**src/egc_pkg.sv**
```systemverilog
// Shared offsets, field positions, reset values and timing for the event generator register bank
package egc_pkg;

  localparam int ADDR_W = 12;
  localparam int DATA_W = 32;

  // Register byte offsets
  localparam logic [11:0] STATUS_OFFSET = 12'h000;
  localparam logic [11:0] CONTROL_OFFSET = 12'h004;
  localparam logic [11:0] FLAGS_OFFSET = 12'h008;
  localparam logic [11:0] ENABLES_OFFSET = 12'h00C;

  // Status word fields
  localparam int RX_DBUS_LSB = 24;
  localparam int TX_DBUS_LSB = 16;

  // Control word fields
  localparam int GEN_MASTER_EN_BIT = 31;
  localparam int RX_DISABLE_BIT = 30;
  localparam int RX_POWER_DOWN_BIT = 29;
  localparam int RX_FIFO_RESET_BIT = 28;
  localparam int SOFT_RESET_BIT = 26;
  localparam int LITTLE_ENDIAN_BIT = 25;
  localparam int MUX_COUNTER_RESET_BIT = 24;
  localparam int BEACON_EN_BIT = 23;
  localparam int SYS_MASTER_EN_BIT = 22;
  localparam logic [31:0] CONTROL_STORED_MASK = 32'hE2C0_0000;
  localparam logic [31:0] CONTROL_RESET = 32'h0000_0000;

  // Flag word and enable word share these positions
  localparam int SEQ1_ROLLOVER_BIT = 21;
  localparam int SEQ0_ROLLOVER_BIT = 20;
  localparam int SEQ1_HALFWAY_BIT = 17;
  localparam int SEQ0_HALFWAY_BIT = 16;
  localparam int SEQ1_STOP_BIT = 13;
  localparam int SEQ0_STOP_BIT = 12;
  localparam int SEQ1_START_BIT = 9;
  localparam int SEQ0_START_BIT = 8;
  localparam int EXTERNAL_IRQ_BIT = 6;
  localparam int DATA_BUFFER_BIT = 5;
  localparam int RX_FIFO_FULL_BIT = 1;
  localparam int RX_VIOLATION_BIT = 0;
  localparam logic [31:0] FLAG_MASK = 32'h0033_3363;
  localparam logic [31:0] FLAGS_RESET = 32'h0000_0000;

  // Enable word top bits
  localparam int MASTER_IRQ_EN_BIT = 31;
  localparam int HOST_BUS_IRQ_EN_BIT = 30;
  localparam logic [31:0] ENABLE_MASK = 32'hC033_3363;
  localparam logic [31:0] ENABLES_RESET = 32'h0000_0000;

  // Beacon
  localparam logic [7:0] BEACON_CODE = 8'h7E;
  localparam logic [7:0] NO_CODE = 8'h00;
  localparam int CLK_PERIOD_PS = 5000;
  localparam int BEACON_INTERVAL_NS = 1000;
  localparam int BEACON_INTERVAL_CYC = (BEACON_INTERVAL_NS * 1000) / CLK_PERIOD_PS;

  typedef enum logic {
    APB_IDLE,
    APB_ACCESS
  } egc_apb_state_t;

endpackage

```
**src/egc_regs.sv**
```systemverilog
// APB register bank of the event generator: status, control, interrupt flags and enables
//
// Register access over APB was chosen for this implementation.
module egc_regs #(
  parameter int BEACON_INTERVAL_CYC = egc_pkg::BEACON_INTERVAL_CYC
) (
  input wire logic sys_clk,
  input wire logic nrst,
  input wire logic psel,
  input wire logic penable,
  input wire logic pwrite,
  input wire logic [egc_pkg::ADDR_W-1:0] paddr,
  input wire logic [egc_pkg::DATA_W-1:0] pwdata,
  output logic [egc_pkg::DATA_W-1:0] prdata,
  output logic pready,
  output logic pslverr,
  input wire logic [7:0] rxDbus,
  input wire logic [7:0] txDbus,
  input wire logic [1:0] seqRollover,
  input wire logic [1:0] seqHalfway,
  input wire logic [1:0] seqStop,
  input wire logic [1:0] seqStart,
  input wire logic externalEvent,
  input wire logic dataBufferEvent,
  input wire logic rxFifoFull,
  input wire logic rxViolation,
  output logic generatorMasterEnable,
  output logic receptionDisable,
  output logic receiverPowerDown,
  output logic rxFifoReset,
  output logic softReset,
  output logic littleEndianSelect,
  output logic muxCounterReset,
  output logic beaconEnable,
  output logic systemMasterEnable,
  output logic beaconValid,
  output logic [7:0] beaconCode,
  output logic irqRequest
);

  typedef struct packed {
    egc_pkg::egc_apb_state_t apbState;
    logic [31:0] control;
    logic [31:0] enables;
    logic [31:0] rdata;
    logic slvErr;
    logic fifoResetPulse;
    logic softResetPulse;
    logic muxResetPulse;
    logic fifoFullPrev;
    logic irq;
  } egc_regs_state_t;

  egc_regs_state_t state_reg;
  egc_regs_state_t state_next;

  logic [31:0] flags;
  logic [31:0] flagSet;
  logic [31:0] flagClr;
  logic [31:0] statusWord;
  logic setupPhase;
  logic accessPhase;
  logic writeAccess;

  function automatic logic regHit(
    input logic [egc_pkg::ADDR_W-1:0] addr,
    input logic [11:0] offset
  );
    regHit = (addr == offset);
  endfunction

  function automatic logic mapped(input logic [egc_pkg::ADDR_W-1:0] addr);
    mapped = regHit(addr, egc_pkg::STATUS_OFFSET) || regHit(addr, egc_pkg::CONTROL_OFFSET) ||
             regHit(addr, egc_pkg::FLAGS_OFFSET) || regHit(addr, egc_pkg::ENABLES_OFFSET);
  endfunction

  assign setupPhase = psel && !penable;
  assign accessPhase = psel && penable && (state_reg.apbState == egc_pkg::APB_ACCESS);
  assign writeAccess = accessPhase && pwrite && mapped(paddr);

  // Live bus bits, read through the status word
  always_comb begin
    statusWord = '0;
    statusWord[egc_pkg::RX_DBUS_LSB +: 8] = rxDbus;
    statusWord[egc_pkg::TX_DBUS_LSB +: 8] = txDbus;
  end

  // Map each hardware event onto its flag position
  always_comb begin
    flagSet = '0;
    flagSet[egc_pkg::SEQ1_ROLLOVER_BIT] = seqRollover[1];
    flagSet[egc_pkg::SEQ0_ROLLOVER_BIT] = seqRollover[0];
    flagSet[egc_pkg::SEQ1_HALFWAY_BIT] = seqHalfway[1];
    flagSet[egc_pkg::SEQ0_HALFWAY_BIT] = seqHalfway[0];
    flagSet[egc_pkg::SEQ1_STOP_BIT] = seqStop[1];
    flagSet[egc_pkg::SEQ0_STOP_BIT] = seqStop[0];
    flagSet[egc_pkg::SEQ1_START_BIT] = seqStart[1];
    flagSet[egc_pkg::SEQ0_START_BIT] = seqStart[0];
    flagSet[egc_pkg::EXTERNAL_IRQ_BIT] = externalEvent;
    flagSet[egc_pkg::DATA_BUFFER_BIT] = dataBufferEvent;
    // Full is a level; only its rising edge raises the flag
    flagSet[egc_pkg::RX_FIFO_FULL_BIT] = rxFifoFull && !state_reg.fifoFullPrev;
    flagSet[egc_pkg::RX_VIOLATION_BIT] = rxViolation;
  end

  always_comb begin
    flagClr = '0;
    if (writeAccess && regHit(paddr, egc_pkg::FLAGS_OFFSET)) begin
      flagClr = pwdata;
    end
  end

  egc_w1c_flags #(
    .WIDTH(32),
    .MASK(egc_pkg::FLAG_MASK)
  ) u_flags (
    .sys_clk(sys_clk),
    .nrst(nrst),
    .setVec(flagSet),
    .clrVec(flagClr),
    .clearAll(state_reg.softResetPulse),
    .flags(flags)
  );

  egc_beacon_gen #(
    .INTERVAL_CYC(BEACON_INTERVAL_CYC),
    .CNT_W(16)
  ) u_beacon (
    .sys_clk(sys_clk),
    .nrst(nrst),
    .enable(generatorMasterEnable && beaconEnable),
    .beaconValid(beaconValid),
    .beaconCode(beaconCode)
  );

  always_comb begin
    state_next = state_reg;
    state_next.fifoResetPulse = 1'b0;
    state_next.softResetPulse = 1'b0;
    state_next.muxResetPulse = 1'b0;
    state_next.fifoFullPrev = rxFifoFull;

    case (state_reg.apbState)
      egc_pkg::APB_IDLE: begin
        if (setupPhase) begin
          // Read data is captured at the end of setup, ready in the access cycle
          state_next.apbState = egc_pkg::APB_ACCESS;
          state_next.slvErr = !mapped(paddr);
          state_next.rdata = '0;
          if (!pwrite) begin
            if (regHit(paddr, egc_pkg::STATUS_OFFSET)) begin
              state_next.rdata = statusWord;
            end else if (regHit(paddr, egc_pkg::CONTROL_OFFSET)) begin
              state_next.rdata = state_reg.control;
            end else if (regHit(paddr, egc_pkg::FLAGS_OFFSET)) begin
              state_next.rdata = flags;
            end else if (regHit(paddr, egc_pkg::ENABLES_OFFSET)) begin
              state_next.rdata = state_reg.enables;
            end
          end
        end
      end
      egc_pkg::APB_ACCESS: begin
        if (!(psel && penable)) begin
          state_next.apbState = egc_pkg::APB_IDLE;
        end else begin
          state_next.apbState = egc_pkg::APB_IDLE;
          if (writeAccess && regHit(paddr, egc_pkg::CONTROL_OFFSET)) begin
            // Command bits are never stored, so they always read back zero
            state_next.control = pwdata & egc_pkg::CONTROL_STORED_MASK;
            state_next.muxResetPulse = pwdata[egc_pkg::MUX_COUNTER_RESET_BIT];
            state_next.fifoResetPulse = pwdata[egc_pkg::RX_FIFO_RESET_BIT];
            state_next.softResetPulse = pwdata[egc_pkg::SOFT_RESET_BIT];
          end
          if (writeAccess && regHit(paddr, egc_pkg::ENABLES_OFFSET)) begin
            state_next.enables = pwdata & egc_pkg::ENABLE_MASK;
          end
        end
      end
      default: begin
        state_next.apbState = egc_pkg::APB_IDLE;
      end
    endcase

    // Request is registered: one cycle from flag or enable change to the pin
    state_next.irq = state_reg.enables[egc_pkg::MASTER_IRQ_EN_BIT] &&
                     state_reg.enables[egc_pkg::HOST_BUS_IRQ_EN_BIT] &&
                     |(flags & state_reg.enables & egc_pkg::FLAG_MASK);
  end

  always_ff @(posedge sys_clk or negedge nrst) begin
    if (!nrst) begin
      state_reg.apbState <= egc_pkg::APB_IDLE;
      state_reg.control <= egc_pkg::CONTROL_RESET;
      state_reg.enables <= egc_pkg::ENABLES_RESET;
      state_reg.rdata <= '0;
      state_reg.slvErr <= 1'b0;
      state_reg.fifoResetPulse <= 1'b0;
      state_reg.softResetPulse <= 1'b0;
      state_reg.muxResetPulse <= 1'b0;
      state_reg.fifoFullPrev <= 1'b0;
      state_reg.irq <= 1'b0;
    end else begin
      state_reg <= state_next;
    end
  end

  assign pready = accessPhase;
  assign prdata = state_reg.rdata;
  assign pslverr = accessPhase && state_reg.slvErr;

  assign generatorMasterEnable = state_reg.control[egc_pkg::GEN_MASTER_EN_BIT];
  assign receptionDisable = state_reg.control[egc_pkg::RX_DISABLE_BIT];
  assign receiverPowerDown = state_reg.control[egc_pkg::RX_POWER_DOWN_BIT];
  assign littleEndianSelect = state_reg.control[egc_pkg::LITTLE_ENDIAN_BIT];
  assign beaconEnable = state_reg.control[egc_pkg::BEACON_EN_BIT];
  assign systemMasterEnable = state_reg.control[egc_pkg::SYS_MASTER_EN_BIT];
  assign rxFifoReset = state_reg.fifoResetPulse;
  assign softReset = state_reg.softResetPulse;
  assign muxCounterReset = state_reg.muxResetPulse;
  assign irqRequest = state_reg.irq;

endmodule

```
**src/egc_w1c_flags.sv**
```systemverilog
// Sticky event flags, cleared by writing one, with a set that beats a clear
module egc_w1c_flags #(
  parameter int WIDTH = 32,
  parameter logic [WIDTH-1:0] MASK = '1
) (
  input wire logic sys_clk,
  input wire logic nrst,
  input wire logic [WIDTH-1:0] setVec,
  input wire logic [WIDTH-1:0] clrVec,
  input wire logic clearAll,
  output logic [WIDTH-1:0] flags
);

  typedef struct packed {
    logic [WIDTH-1:0] flags;
  } egc_w1c_state_t;

  egc_w1c_state_t state_reg;
  egc_w1c_state_t state_next;

  always_comb begin
    state_next = state_reg;
    // Set is applied last so an event in the clearing cycle survives
    state_next.flags = (state_reg.flags & ~clrVec & ~{WIDTH{clearAll}}) | setVec;
    state_next.flags = state_next.flags & MASK;
  end

  always_ff @(posedge sys_clk or negedge nrst) begin
    if (!nrst) begin
      state_reg <= '0;
    end else begin
      state_reg <= state_next;
    end
  end

  assign flags = state_reg.flags;

endmodule

```
**src/egc_beacon_gen.sv**
```systemverilog
// Periodic delay-compensation beacon request generator
module egc_beacon_gen #(
  parameter int INTERVAL_CYC = egc_pkg::BEACON_INTERVAL_CYC,
  parameter int CNT_W = 16
) (
  input wire logic sys_clk,
  input wire logic nrst,
  input wire logic enable,
  output logic beaconValid,
  output logic [7:0] beaconCode
);

  typedef struct packed {
    logic [CNT_W-1:0] count;
    logic valid;
    logic [7:0] code;
  } egc_beacon_state_t;

  localparam logic [CNT_W-1:0] LAST = CNT_W'(INTERVAL_CYC - 1);

  egc_beacon_state_t state_reg;
  egc_beacon_state_t state_next;

  always_comb begin
    state_next = state_reg;
    state_next.valid = 1'b0;
    state_next.code = egc_pkg::NO_CODE;
    if (!enable) begin
      // Restart the interval so the first beacon comes a full period after enabling
      state_next.count = '0;
    end else if (state_reg.count == LAST) begin
      state_next.count = '0;
      state_next.valid = 1'b1;
      state_next.code = egc_pkg::BEACON_CODE;
    end else begin
      state_next.count = state_reg.count + CNT_W'(1);
    end
  end

  always_ff @(posedge sys_clk or negedge nrst) begin
    if (!nrst) begin
      state_reg <= '0;
    end else begin
      state_reg <= state_next;
    end
  end

  assign beaconValid = state_reg.valid;
  assign beaconCode = state_reg.code;

endmodule

```
**config.mk**
```make
export PLATFORM = sky130hd
export DESIGN_NAME = egc_regs
export DESIGN_NICKNAME = d
export VERILOG_FILES = /design/src/egc_pkg.sv /design/src/egc_regs.sv /design/src/egc_w1c_flags.sv /design/src/egc_beacon_gen.sv
export SDC_FILE = /design/constraint.sdc
export NUM_CORES = 1
export LEC_CHECK = 0
export BUFFER_PORTS_ARGS = -buffer_cell sky130_fd_sc_hd__buf_2
export CAP_MARGIN = 20
export CORE_ASPECT_RATIO = 1.25
export CORE_MARGIN = 5
export CORE_UTILIZATION = 51
export CTS_CLUSTER_SIZE = 30
export DETAILED_ROUTE_END_ITERATION = 16
export PLACE_DENSITY = 0.78
export SYNTH_ARGS = -nofsm -noshare
export SYNTH_HDL_FRONTEND = slang
export SYNTH_SLANG_ARGS = --single-unit
```
**constraint.sdc**
```tcl
create_clock -name sys_clk -period 2 [get_ports sys_clk]
set_input_delay 0.4 -clock sys_clk [delete_from_list [all_inputs] [get_ports sys_clk]]
set_output_delay 0.4 -clock sys_clk [all_outputs]
set_load 0.05 [all_outputs]
```
==> out/metrics.cfg <==
[global_routing]
gr-total-overflow = 0
grt_pass1_vias = 2949
grt_pass1_wl_um = 13910
grt_max_degree = 33
antenna_found_initial = 0
grt_use_total = 0.1865

[yosys]
async_flop_share = 1.000
netlist_area_sq_um = 3946
synth_edf_count = 0
ys_types = 42
synth_seq_cells = 80
synthFlopType = dfrtp_1
yosys.area.top_type = dfrtp_1
ys_seq_area_frac = 0.5073
syn_inst = 350
syn_area_per_cell_sq_um = 11.28
synth_area_leaders = dfrtp_1, buf_4, mux2i_1
yosysWarnings = 0
synth_top_area_share = 0.5073

[drt]
dr.pass1.iters = 5
drt-wirelength-per-cell_um = 15.77
routed_wl_um = 8387
dr_wl_met2_um = 4448
drt-met1-wl_um = 3286
final_antenna_net_count = 0
wl_met3_um = 442
via_per_inst = 5.365
drc = 0
routed.top_layer = met4
drt_iter0_markers = 108
vias = 2854

[power_and_ir_drop]
ir_worst_vdd_v = 0.0004873
finalPower_w = 0.003032
cellPowerDensity_nw_per_um2 = 663.1
leakagePower_nw = 2.262

[floorplan]
initial_core_util = 0.5301
io_pins = 130
core_area_sq_um = 7445
die_w_um = 88.68
num_rows = 35
chipHeight_um = 108.4
die_area_sq_um = 9608

[timing]
clock_skew_ns = 0.01209
drv_slew = 0
final-hold-violation-count = 0
fin_hold_ws_ns = 0.1752
slew_headroom = 0.6523
finalCriticalPeriod_ns = 1.786
rsz0062_at_grt = no
fmax_mhz = 560.0
period_share = 0.8928
fin_ws_ns = 0.2144
setup_tns_ns = 0
worstMarginPinSlew_ns = 0.5215
setup_viol = 0

[placement]
gp_congestion = 0.8083
dp.cells = 515
dp_hpwl_um = 6555
dp_slack_ns = 0.01653
io_buffers = 108

[clock_network]
clock-sinks = 80
cts_tree = done
h-tree-depth = 3
cts_resized = 0
clkTransAtPathRegs_ns = 0.09
clk_path_buf_depth = 2
cts_buffers = 9
clock_latency_ns = 0.35
clockRootBuffer = clkbuf_8

[setup_path]
cp.required_ns = 2.29
crit_path_max_incr_delay_ns = 0.41
crit_arrival_ns = 2.07
worst-path-max-fanout = 6
r2r_slack_ns = 0.21
crit_chain = nor4b_1 -> nand4_1 -> nor3_2 -> a22o_1
crit_path_start_kind = flip-flop
path_class = flip-flop to flip-flop
crit_path_top_delay_cell = nor4b_1
critPathCaptureType = flip-flop

[layout]
final_cell_mix = buf_2, dfrtp_1, nand2_1
antennaDiodeCount = 0
drive_gt1_frac = 0.4000
largest_register_ffs = 24
syn_to_final_growth_pct = 15.85
fin_nets = 513
final_cells = 532
final_common_cell = buf_2

[outcome]
outcome = complete, no violations

[flow_run]
drv_cap = 0

[worst_hold_path]
hp-class = input pin to flip-flop

-- stage by stage --
step                      utilization  instance area, sq um
after global placement         0.5862                  4364
after floorplan                     -                  3980
after CTS                      0.6141                  4572
final                          0.6141                  4572
after global routing           0.6141                  4572
after detailed placement       0.5862                  4364
-- final timing paths --
path | startpoint | end | cells after the start
max in group asynchronous | nrst | prdata[30]$_DFFE_PN0P_ | 3
worst min-delay path | rxFifoFull | state_reg[1]$_DFF_PN0_ | 1
worst max-delay path | state_reg[102]$_DFF_PN0_ | prdata[28]$_DFFE_PN0P_ | 4
worst max register to register | state_reg[102]$_DFF_PN0_ | prdata[28]$_DFFE_PN0P_ | 4
worst min register to register | prdata[9]$_DFFE_PN0P_ | prdata[9]$_DFFE_PN0P_ | 2
min in group asynchronous | nrst | muxCounterReset$_DFF_PN0_ | 2
-- report_power, final --
group | internal [W] | switching (W)
Clock | 0.000609 | 0.000570
Sequential | 0.00162 | 0.00000345
Combinational | 0.0000823 | 0.000145
Total | 0.00231 | 0.000719
-- kinds of logic (layout without fill, tap and decap cells) --
group           Yosys count  in the layout  share of synthesized area
simple gates            107            107                     0.1525
flops                    80             80                     0.5073
buf+inv                  58            139                    0.09860
compound gates           51             51                    0.09353
mux                      38             38                     0.1129
xor+xnor                 14             14                    0.03107
fa+ha+maj                 1              1                   0.003170
other cells               1             10                  0.0009503
-- Yosys cell counts (all sizes together) (2+ instances only) --
cell type / n
xor2: 4
inv: 4
dfrtp: 80
nor4: 8
nand2: 39
and4: 3
a22o: 9
a31o: 13
xnor2: 10
buf: 48
mux2: 22
mux2i: 16
clkbuf: 6
nor4b: 2
a22oi: 2
nand3: 4
nand4: 8
nor3: 5
and3: 3
a31oi: 5
a221oi: 3
nor2: 23
and2: 5
and4b: 2
o21ai: 19
-- routing by layer --
layer | global-route usage | vias up
met1 | 0.2196 | 1391
met5 | 0 | -
met4 | 0.07667 | 0
met2 | 0.3323 | 88
li1 | - | 1357
met3 | 0.02896 | 18
-- final cells by class --
| type | count | area (sq um) |
|---|---|---|
| Clock inverter | 5 | 56.30 |
| Multi-Input combinational cell | 221 | 1589 |
| Timing Repair Buffer | 119 | 653.1 |
| Fill cell | 642 | 2873 |
| Clock buffer | 11 | 141.4 |
| Sequential cell | 80 | 2002 |
| Tap cell | 92 | 115.1 |
| Inverter | 4 | 15.01 |
-- what timing repair did --
action | in CTS | in global routing
buffers inserted | 0 | 0
endpoints found under the hold margin | 30 | 0
hold buffers | 1 | 0
-- critical path: cells and delay by family, from the launching register on --
kind            cells  cell delay [ns]
simple gates        3             1.14
flops               1             0.40
compound gates      1             0.20
Power figures use the tool's default switching activity.
